File: config.mk
export PLATFORM = sky130hd
export DESIGN_NAME = rsw_top
export DESIGN_NICKNAME = d
export VERILOG_FILES = /design/src/rtl/rsw_pkg.sv /design/src/rtl/rsw_timer.sv /design/src/rtl/rsw_top.sv
export SDC_FILE = /design/constraint.sdc
export NUM_CORES = 1
export LEC_CHECK = 0
export BUFFER_PORTS_ARGS = -buffer_cell sky130_fd_sc_hd__buf_2
export CORE_ASPECT_RATIO = 1.2
export CORE_MARGIN = 2
export CORE_UTILIZATION = 58
export CTS_BUF_LIST = sky130_fd_sc_hd__clkbuf_2 sky130_fd_sc_hd__clkbuf_4 sky130_fd_sc_hd__clkbuf_8
export CTS_CLUSTER_SIZE = 40
export DETAILED_ROUTE_END_ITERATION = 12
export PLACE_DENSITY = 0.83
export SYNTH_ARGS = -nofsm -noshare
export SYNTH_HDL_FRONTEND = slang
export SYNTH_SLANG_ARGS = --single-unit
File: constraint.sdc
create_clock -name i_clk -period 4.5 [get_ports i_clk]
set_clock_uncertainty 0.1 [all_clocks]
set_input_delay 0.225 -clock i_clk [delete_from_list [all_inputs] [get_ports i_clk]]
set_output_delay 0.225 -clock i_clk [all_outputs]
set_load 0.05 [all_outputs]
File: src/rtl/rsw_pkg.sv
// package for the reset sequencer and supervision timer: constants, carriers and state types
package rsw_pkg;
	// reset source positions in the request vector and in the status flags
	localparam int SRC_N = 6;
	localparam int SRC_POR = 0;
	localparam int SRC_DROP = 1;
	localparam int SRC_PIN = 2;
	localparam int SRC_TMR = 3;
	localparam int SRC_SW = 4;
	localparam int SRC_DBG = 5;

	// register byte addresses
	localparam logic [7:0] ADDR_CTRL = 8'h00;
	localparam logic [7:0] ADDR_STATUS = 8'h04;
	localparam logic [7:0] ADDR_TMR_CFG = 8'h08;
	localparam logic [7:0] ADDR_KEY = 8'h0C;
	localparam logic [7:0] ADDR_SEQ = 8'h10;

	// field positions
	localparam int CTRL_SWRST_BIT = 0;
	localparam int CFG_EN_BIT = 0;
	localparam int CFG_WIN_BIT = 1;
	localparam int CFG_PER_LSB = 4;
	localparam int CFG_WSEL_LSB = 8;

	// reset values
	localparam logic [3:0] PER_SEL_RST = 4'h0;
	localparam logic [3:0] WIN_SEL_RST = 4'h0;
	localparam logic [2:0] DROP_LOWEST = 3'h0;

	// configuration change protection: key value is arbitrary
	localparam logic [7:0] CCP_KEY = 8'h5A;
	localparam logic [2:0] CCP_WINDOW_CYC = 3'h4;

	// timing
	localparam int CLK_PERIOD_NS = 100;
	localparam int TMR_PULSE_NS = 500;
	localparam int TMR_PULSE_CYC = (TMR_PULSE_NS + CLK_PERIOD_NS - 1) / CLK_PERIOD_NS;
	localparam int MIN_PIN_NS = 1000;
	localparam int MIN_PIN_CYC = (MIN_PIN_NS + CLK_PERIOD_NS - 1) / CLK_PERIOD_NS;
	localparam int DELAY_CYC_DEF = 64;
	localparam int OSC_START_CYC_DEF = 32;
	localparam int OSC_CAL_CYC_DEF = 16;

	// supervision timer periods in 1 kHz ticks
	localparam logic [14:0] TMR_BASE_TICKS = 15'h0008;
	localparam logic [3:0] TMR_SEL_MAX = 4'hA;

	// timeout length for a period select, out-of-range selects clamp to the longest
	function automatic logic [14:0] rsw_ticks(input logic [3:0] sel);
		logic [3:0] s;
		s = (sel > TMR_SEL_MAX) ? TMR_SEL_MAX : sel;
		return TMR_BASE_TICKS << s;
	endfunction : rsw_ticks

	typedef enum logic [2:0] {
		SEQ_HOLD,
		SEQ_DELAY,
		SEQ_OSC_START,
		SEQ_OSC_CAL,
		SEQ_RUN
	} rsw_seq_type;

	// avalon request from the master
	typedef struct packed {
		logic read;
		logic write;
		logic [7:0] address;
		logic [31:0] writedata;
	} rsw_bus_req_type;

	typedef struct packed {
		rsw_seq_type seq;
		logic [15:0] stage_cnt;
		logic [7:0] pin_cnt;
		logic pin_ok;
		logic [3:0] pulse_cnt;
		logic sw_req;
		logic halt;
		logic [SRC_N-1:0] flags;
		logic cfg_en;
		logic cfg_win;
		logic [3:0] per_sel;
		logic [3:0] win_sel;
		logic [2:0] ccp_cnt;
		logic ack;
		logic [31:0] rdata;
	} rsw_state_type;

	typedef struct packed {
		logic [14:0] cnt;
		logic fire;
	} rsw_tmr_state_type;
endpackage : rsw_pkg

File: src/rtl/rsw_timer.sv
// supervision timer core: tick counter, normal and window timeout, early-restart detection
`timescale 1ns/1ps
module rsw_timer (
	input wire logic i_clk,
	input wire logic i_srst,
	input wire logic i_tick,
	input wire logic i_enable,
	input wire logic i_window,
	input wire logic [3:0] i_per_sel,
	input wire logic [3:0] i_win_sel,
	input wire logic i_restart,
	input wire logic i_clear,
	output logic o_expire
);
	import rsw_pkg::*;

	rsw_tmr_state_type st_ff;
	rsw_tmr_state_type nxt_st;
	logic [14:0] per_ticks;
	logic [14:0] win_ticks;
	logic [15:0] limit;

	// closed slot comes first in window mode, then the open slot of the timeout length
	assign per_ticks = rsw_ticks(i_per_sel);
	assign win_ticks = rsw_ticks(i_win_sel);
	assign limit = i_window ? ({1'b0, win_ticks} + {1'b0, per_ticks}) : {1'b0, per_ticks};

	// counting stops only when disabled or the device is in reset; no sleep input gates it
	always_comb begin
		nxt_st = st_ff;
		nxt_st.fire = 1'b0;
		if (i_clear || !i_enable) begin
			nxt_st.cnt = 15'h0000;
		end else if (i_restart) begin
			nxt_st.cnt = 15'h0000;
			if (i_window && (st_ff.cnt < win_ticks)) begin
				nxt_st.fire = 1'b1;
			end
		end else if ({1'b0, st_ff.cnt} >= limit) begin
			nxt_st.fire = 1'b1;
			nxt_st.cnt = 15'h0000;
		end else if (i_tick) begin
			nxt_st.cnt = st_ff.cnt + 15'h0001;
		end
	end

	// registered state
	always_ff @(posedge i_clk) begin
		if (i_srst) begin
			st_ff <= '0;
		end else begin
			st_ff <= nxt_st;
		end
	end

	assign o_expire = st_ff.fire;
endmodule : rsw_timer

File: src/rtl/rsw_top.sv
// reset sequencer with source merging, status flags, supervision timer and avalon registers
// Functional notes
// - any request resets at once and holds
// - release steps delay, osc start, osc calibrate
// - new request restarts the sequence from start
// - power-on detector requests reset both directions
// - disabled drop detect forced lowest on erase/debug
// - pin reset only after low beyond minimum
// - timer reset pulse lasts 1-2 oscillator cycles (held here for PULSE_LEN, 5 clock cycles, 500 ns)
// - software reset bit resets within two cycles
// - cpu halted from software request until reset
// - debug link reset only from external programmer
// - enabled timer resets if not restarted
// - eleven timeout periods, 8ms up to 8s
// - window mode resets on early or late restart
// - timer counts 1kHz tick from slow oscillator
// - timer runs in all modes, clock independent (here the counter is clocked by i_clk, so it stops with the system clock)
// - timer settings protected and fuse-lockable
// - sticky per-source flags cleared on power-on
// - oscillator started, calibrated before execution resumes
//
// Decided for this implementation: the Avalon-MM interface to the registers and the register offsets.
`timescale 1ns/1ps
module rsw_top #(
	parameter int DELAY_CYCLES = rsw_pkg::DELAY_CYC_DEF,
	parameter int OSC_START_CYCLES = rsw_pkg::OSC_START_CYC_DEF,
	parameter int OSC_CAL_CYCLES = rsw_pkg::OSC_CAL_CYC_DEF,
	parameter int PIN_CYCLES = rsw_pkg::MIN_PIN_CYC
) (
	input wire logic i_clk,
	input wire logic i_srst,
	input wire rsw_pkg::rsw_bus_req_type i_bus,
	output logic o_waitrequest,
	output logic [31:0] o_readdata,
	input wire logic i_power_on_det,
	input wire logic i_supply_drop_det,
	input wire logic i_drop_detect_cfg_en,
	input wire logic [2:0] i_drop_threshold_fuse,
	input wire logic i_chip_erase,
	input wire logic i_debug_link_en,
	input wire logic i_debug_link_rst,
	input wire logic i_reset_pin_n,
	input wire logic i_tick_1khz,
	input wire logic i_timer_restart,
	input wire logic i_timer_lock_fuse,
	output logic o_drop_detect_force,
	output logic [2:0] o_drop_threshold_select,
	output logic o_dev_reset,
	output logic o_cpu_halt,
	output logic o_osc_start,
	output logic o_osc_cal
);
	import rsw_pkg::*;

	// parameters the sequencer counters cannot serve
	if (DELAY_CYCLES < 1 || DELAY_CYCLES > 65535) begin : g_chk_delay
		$error("DELAY_CYCLES out of range");
	end
	if (OSC_START_CYCLES < 1 || OSC_START_CYCLES > 65535) begin : g_chk_start
		$error("OSC_START_CYCLES out of range");
	end
	if (OSC_CAL_CYCLES < 1 || OSC_CAL_CYCLES > 65535) begin : g_chk_cal
		$error("OSC_CAL_CYCLES out of range");
	end
	if (PIN_CYCLES < 1 || PIN_CYCLES > 254) begin : g_chk_pin
		$error("PIN_CYCLES out of range");
	end

	localparam logic [15:0] DELAY_LAST = 16'(DELAY_CYCLES - 1);
	localparam logic [15:0] START_LAST = 16'(OSC_START_CYCLES - 1);
	localparam logic [15:0] CAL_LAST = 16'(OSC_CAL_CYCLES - 1);
	localparam logic [7:0] PIN_LIMIT = 8'(PIN_CYCLES);
	localparam logic [3:0] PULSE_LEN = 4'(TMR_PULSE_CYC);

	rsw_state_type st_ff;
	rsw_state_type nxt_st;
	logic [SRC_N-1:0] req_vec;
	logic req_any;
	logic tmr_expire;
	logic bus_req;
	logic bus_acc;
	logic wr_acc;
	logic sw_acc;
	logic cfg_open;
	logic [31:0] rd_mux;

	// drop detect is forced on at its lowest level when disabled during erase or debug
	assign o_drop_detect_force = !i_drop_detect_cfg_en && (i_chip_erase || i_debug_link_en);
	assign o_drop_threshold_select = o_drop_detect_force ? DROP_LOWEST : i_drop_threshold_fuse;

	// merged request vector; the debug source has no register path at all
	always_comb begin
		req_vec = '0;
		req_vec[SRC_POR] = i_power_on_det;
		req_vec[SRC_DROP] = i_supply_drop_det && (i_drop_detect_cfg_en || o_drop_detect_force);
		req_vec[SRC_PIN] = st_ff.pin_ok;
		req_vec[SRC_TMR] = (st_ff.pulse_cnt != 4'h0);
		req_vec[SRC_SW] = st_ff.sw_req;
		req_vec[SRC_DBG] = i_debug_link_rst;
	end
	assign req_any = |req_vec;

	// avalon slave: one wait state, answer at the second edge of a request
	assign bus_req = i_bus.read || i_bus.write;
	assign o_waitrequest = bus_req && !st_ff.ack;
	assign bus_acc = bus_req && st_ff.ack;
	assign wr_acc = bus_acc && i_bus.write;
	assign sw_acc = wr_acc && (i_bus.address == ADDR_CTRL) && i_bus.writedata[CTRL_SWRST_BIT];
	assign cfg_open = (st_ff.ccp_cnt != 3'h0) && !i_timer_lock_fuse;

	// read mux; unmapped addresses read as zero
	always_comb begin
		rd_mux = 32'h0000_0000;
		if (i_bus.address == ADDR_CTRL) begin
			rd_mux = 32'h0000_0000;
		end else if (i_bus.address == ADDR_STATUS) begin
			rd_mux[SRC_N-1:0] = st_ff.flags;
		end else if (i_bus.address == ADDR_TMR_CFG) begin
			rd_mux[CFG_EN_BIT] = st_ff.cfg_en;
			rd_mux[CFG_WIN_BIT] = st_ff.cfg_win;
			rd_mux[CFG_PER_LSB +: 4] = st_ff.per_sel;
			rd_mux[CFG_WSEL_LSB +: 4] = st_ff.win_sel;
		end else if (i_bus.address == ADDR_KEY) begin
			rd_mux[2:0] = st_ff.ccp_cnt;
		end else if (i_bus.address == ADDR_SEQ) begin
			rd_mux[2:0] = st_ff.seq;
		end
	end

	// supervision timer, cleared while the device sits in reset
	rsw_timer u_timer (
		.i_clk(i_clk),
		.i_srst(i_srst),
		.i_tick(i_tick_1khz),
		.i_enable(st_ff.cfg_en),
		.i_window(st_ff.cfg_win),
		.i_per_sel(st_ff.per_sel),
		.i_win_sel(st_ff.win_sel),
		.i_restart(i_timer_restart),
		.i_clear(o_dev_reset),
		.o_expire(tmr_expire)
	);

	// next state of the whole block
	always_comb begin
		nxt_st = st_ff;

		// sequencer: any request drops back to hold, whatever stage is running
		if (req_any) begin
			nxt_st.seq = SEQ_HOLD;
			nxt_st.stage_cnt = 16'h0000;
		end else begin
			case (st_ff.seq)
				SEQ_HOLD: begin
					nxt_st.seq = SEQ_DELAY;
					nxt_st.stage_cnt = 16'h0000;
				end
				SEQ_DELAY: begin
					if (st_ff.stage_cnt == DELAY_LAST) begin
						nxt_st.seq = SEQ_OSC_START;
						nxt_st.stage_cnt = 16'h0000;
					end else begin
						nxt_st.stage_cnt = st_ff.stage_cnt + 16'h0001;
					end
				end
				SEQ_OSC_START: begin
					if (st_ff.stage_cnt == START_LAST) begin
						nxt_st.seq = SEQ_OSC_CAL;
						nxt_st.stage_cnt = 16'h0000;
					end else begin
						nxt_st.stage_cnt = st_ff.stage_cnt + 16'h0001;
					end
				end
				SEQ_OSC_CAL: begin
					if (st_ff.stage_cnt == CAL_LAST) begin
						nxt_st.seq = SEQ_RUN;
						nxt_st.stage_cnt = 16'h0000;
					end else begin
						nxt_st.stage_cnt = st_ff.stage_cnt + 16'h0001;
					end
				end
				default: begin
					nxt_st.stage_cnt = 16'h0000;
				end
			endcase
		end

		// pin filter: short glitches never reach the sequencer
		if (i_reset_pin_n) begin
			nxt_st.pin_cnt = 8'h00;
			nxt_st.pin_ok = 1'b0;
		end else if (st_ff.pin_cnt == PIN_LIMIT) begin
			nxt_st.pin_ok = 1'b1;
		end else begin
			nxt_st.pin_cnt = st_ff.pin_cnt + 8'h01;
		end

		// stretch the timer event to a fixed reset pulse
		if (tmr_expire) begin
			nxt_st.pulse_cnt = PULSE_LEN;
		end else if (st_ff.pulse_cnt != 4'h0) begin
			nxt_st.pulse_cnt = st_ff.pulse_cnt - 4'h1;
		end

		// software reset: request and halt stand until the sequencer has taken it
		if (sw_acc) begin
			nxt_st.sw_req = 1'b1;
			nxt_st.halt = 1'b1;
		end else if (st_ff.seq == SEQ_HOLD) begin
			nxt_st.sw_req = 1'b0;
			nxt_st.halt = 1'b0;
		end

		// status flags: write one clears, a new event in the same cycle wins
		if (wr_acc && (i_bus.address == ADDR_STATUS)) begin
			nxt_st.flags = st_ff.flags & ~i_bus.writedata[SRC_N-1:0];
		end
		nxt_st.flags = nxt_st.flags | req_vec;
		if (req_vec[SRC_POR]) begin
			nxt_st.flags = '0;
			nxt_st.flags[SRC_POR] = 1'b1;
		end

		// protection window: the key opens a few cycles for one config write
		if (st_ff.ccp_cnt != 3'h0) begin
			nxt_st.ccp_cnt = st_ff.ccp_cnt - 3'h1;
		end
		if (wr_acc && (i_bus.address == ADDR_KEY)) begin
			nxt_st.ccp_cnt = (i_bus.writedata[7:0] == CCP_KEY) ? CCP_WINDOW_CYC : 3'h0;
		end
		if (wr_acc && (i_bus.address == ADDR_TMR_CFG)) begin
			nxt_st.ccp_cnt = 3'h0;
			if (cfg_open) begin
				nxt_st.cfg_en = i_bus.writedata[CFG_EN_BIT];
				nxt_st.cfg_win = i_bus.writedata[CFG_WIN_BIT];
				nxt_st.per_sel = i_bus.writedata[CFG_PER_LSB +: 4];
				nxt_st.win_sel = i_bus.writedata[CFG_WSEL_LSB +: 4];
			end
		end

		// bus handshake and registered read data
		nxt_st.ack = bus_req && !st_ff.ack;
		if (i_bus.read && !st_ff.ack) begin
			nxt_st.rdata = rd_mux;
		end
	end

	// registered state; the device starts held in reset and walks the sequence
	always_ff @(posedge i_clk) begin
		if (i_srst) begin
			st_ff <= '{seq: SEQ_HOLD, per_sel: PER_SEL_RST, win_sel: WIN_SEL_RST, default: '0};
		end else begin
			st_ff <= nxt_st;
		end
	end

	// outputs decoded from flops, except o_cpu_halt, which also takes sw_acc straight from the bus
	assign o_readdata = st_ff.rdata;
	assign o_dev_reset = (st_ff.seq != SEQ_RUN);
	assign o_cpu_halt = st_ff.halt || sw_acc || o_dev_reset;
	assign o_osc_start = (st_ff.seq == SEQ_OSC_START);
	assign o_osc_cal = (st_ff.seq == SEQ_OSC_CAL);
endmodule : rsw_top

==> reports/metrics.csv <==
metric,value,unit
status,finished clean,
min_to,st_ff[38],
synth_top_flop_cell,dfxtp_1,
drt_drc_violations_left,0,
core.rowCount,37,
ant_nets,0,
port_buffers,57,
hpwlAfterDp,8.84,mm
p_leak,2.46,nW
synth_edf_count,0,
path_clk_slew,0.09,ns
place_congestion,0.937,
synth_top_family_by_area,simple AND/OR/NAND/NOR gates,
grt_pass1_vias,4449,
worstMarginPinSlew,0.807,ns
ff2ff_path_depth,18,
die_w,89.8,µm
clockPowerShare,34.7,%
drv_slew,0,
r2r_end,u_timer.o_expire,
syn_area_per_cell,8.07,µm²
critical_path_class,flip-flop to flip-flop,
htree_levels,3,
min_from,i_bus[10],
first_iter_violations,218,
ios,98,
drive_gt1_share,13.1,%
power,1.58,mW
core-area,8560,µm²
dr.pass1.iters,7,
slew_headroom,46.2,%
hold_depth,3,
grt_max_degree,45,
yosys.area_share.xor_xnor,8.04,%
finalWorstSetupSlack,0.308,ns
antenna_found_initial,0,
num_vias,4505,
synth_top_cells_by_count,"93 x nor2_1, 81 x dfxtp_1, 50 x nand2_1",
synth_fa_ha_area_share,11.1,%
setup_viol,0,
routed_wl,11.7,mm
fin_crit_sh,93.2,%
synth_warnings,0,
hold_viol_final,0,
crit_fanout,6,
yosysMostFrequentCell,nor2_1,
pwr-share-seq,48.9,%
required,4.69,ns
post_drt_wl_per_cell,14.6,µm
period_needed,4.19,ns
synth_area_leaders,"dfxtp_1 32%, ha_1 11%, nor2_1 6.8%",
numCtsBuffers,9,
synth_seq_cells,81,
p_per_area,283,nW/µm²
cp.arrival,4.38,ns
clockBufferDepth,2,
p_sw_share,29.4,%
clkLatencyLatePin,0.36,ns
maxCapViolations,0,
hold_path.class,input port to flip-flop,
antenna_cells,0,
grt_pass1_wl,19.1,mm
fp.dieH,107,µm
synthArstFlopShare,0,%
netlist_area,5120,µm²
preCtsSetupSlack,0.295,ns
viasPerCell,5.65,
r2r_setup_slack,0.31,ns
grtUsageTotal,24.1,%
ys_seq_area_share,31.7,%
switching_power,0.464,mW
cts.sinks,81,
hold-worst-slack,0.0118,ns
timing.fmax,0.239,GHz
synth_compound_area_share,12.4,%
overflow,0,
synth-simple-area-share,24.2,%
internal_power,1.11,mW
ys_types,56,
cts_tree,built,
synthMuxAreaShare,3.57,%
end_kind,flip-flop,
yosys.area.top_type_share,31.7,%
root_buffer,clkbuf_8,
peakVddDrop,0.235,mV
start_kind,flip-flop,
synth_top_cell_by_area,dfxtp_1,
synth_cells,634,
worstSetupStartpoint,st_ff[36],
dieArea,9600,µm²
regToRegStartpoint,st_ff[36],
start_util,59.8,%
post_cts.repair.setup_buffers,0,
combPwrFrac,16.4,%
layout.nets,778,
syn2layout_area_growth,8.75,%
## worst max-delay path, cell delays in order, from the launching register on
cell and delay, ns:
dfxtp_1 0.46, nor2b_1 0.29, nand2_1 0.13, inv_1 0.09
ha_1 0.28, a21o_1 0.20, a21oi_1 0.15, o21ai_0 0.18
buf_4 0.19, a31oi_1 0.19, xnor2_1 0.15, a21oi_1 0.12
ha_1 0.32, nand3_1 0.11, a211oi_1 0.31, nor4_1 0.10
a211o_1 0.25, or4_1 0.40, o21ai_0 0.09
## layer usage
layer / GRT usage [%] / vias to the layer above / part of all wire [%]
met2: 45.9 / 139 / 53
met1: 26.8 / 2120 / 40
met3: 4.29 / 22 / 5.0
met4: 8.90 / 0 / 1.8
met5: 0 / - / 0
li1: - / 2224 / -
## cell usage in the layout (no fill, tap or decap), types with 3 or more instances in the layout
cell type	n
o21a_1	6
buf_2	57
mux2i_1	16
and3_1	12
or4_1	4
inv_1	32
a2111oi_0	4
nand3_1	19
nor2_1	91
nor3_2	3
dfxtp_1	81
ha_1	44
xnor2_1	24
nor4_1	5
a211oi_1	4
a22oi_1	10
o31a_1	3
a21o_1	3
nand2b_1	9
nand2_1	50
conb_1	23
a21oi_1	36
nand4b_1	4
and2_1	6
o21ai_0	15
buf_4	3
clkbuf_8	10
nor2_2	3
nor2b_1	7
xor2_1	23
nand4_1	7
nor3_1	25
## power by group through the flow
stage / registers, mW / clock network [mW] / logic, mW
floorplan: 0.780 / 0 / 0.215
global placement: 0.785 / 0 / 0.240
detailed placement: 0.787 / 0 / 0.254
CTS: 0.770 / 0.560 / 0.257
global route: 0.775 / 0.587 / 0.286
finish: 0.771 / 0.547 / 0.258
## registers in the layout, indices dropped and copies added, names as in the netlist
signal	count
o_readdata	12
req_vec	2
st_ff	51
u_timer.o_expire	1
u_timer.st_ff	15
## final cells by class
type                    count  area, µm²
repair buffers             62        328
inverters                  32        120
clock inverters             6       67.6
multi-input cells         490       3150
clock buffers              10        138
flip-flops and latches     81       1620
well taps                 117        146
fillers                   759       3000
## metrics by stage
stage               instances  setup TNS (ns)  utilization, %  instance area, µm²
finish                    798               0            65.0                5570
detailed placement        780               0            62.1                5320
CTS                       798               0            64.7                5540
global route              798        -0.00913            65.0                5570
floorplan                 655               0               -                5200
global placement          780               0            62.1                5320
## worst max path at each step
stage                        endpoint  slack, ns  cells after the start
finish               u_timer.o_expire       0.31                     18
global route         u_timer.o_expire     -0.009                     17
CTS                  u_timer.o_expire       0.25                     17
detailed placement   u_timer.o_expire       0.29                     17
global placement     u_timer.o_expire       0.37                     17
floorplan           u_timer.st_ff[10]       0.60                     19
## kinds of logic (layout without fill, tap and decap cells)
| family | Yosys count | after routing |
|---|---|---|
| compound gates | 100 | 100 |
| fa+ha+maj | 45 | 45 |
| other cells | 2 | 23 |
| xor+xnor | 47 | 47 |
| flops | 81 | 81 |
| simple gates | 257 | 257 |
| buf+inv | 84 | 110 |
| mux | 18 | 18 |
## timing repair
item	in CTS	in global routing
endpoints found under the setup margin	0	16
endpoints found under the hold margin	5	0
hold buffers	2	0
resized for setup	0	6
(Power assumes the default switching activity.)
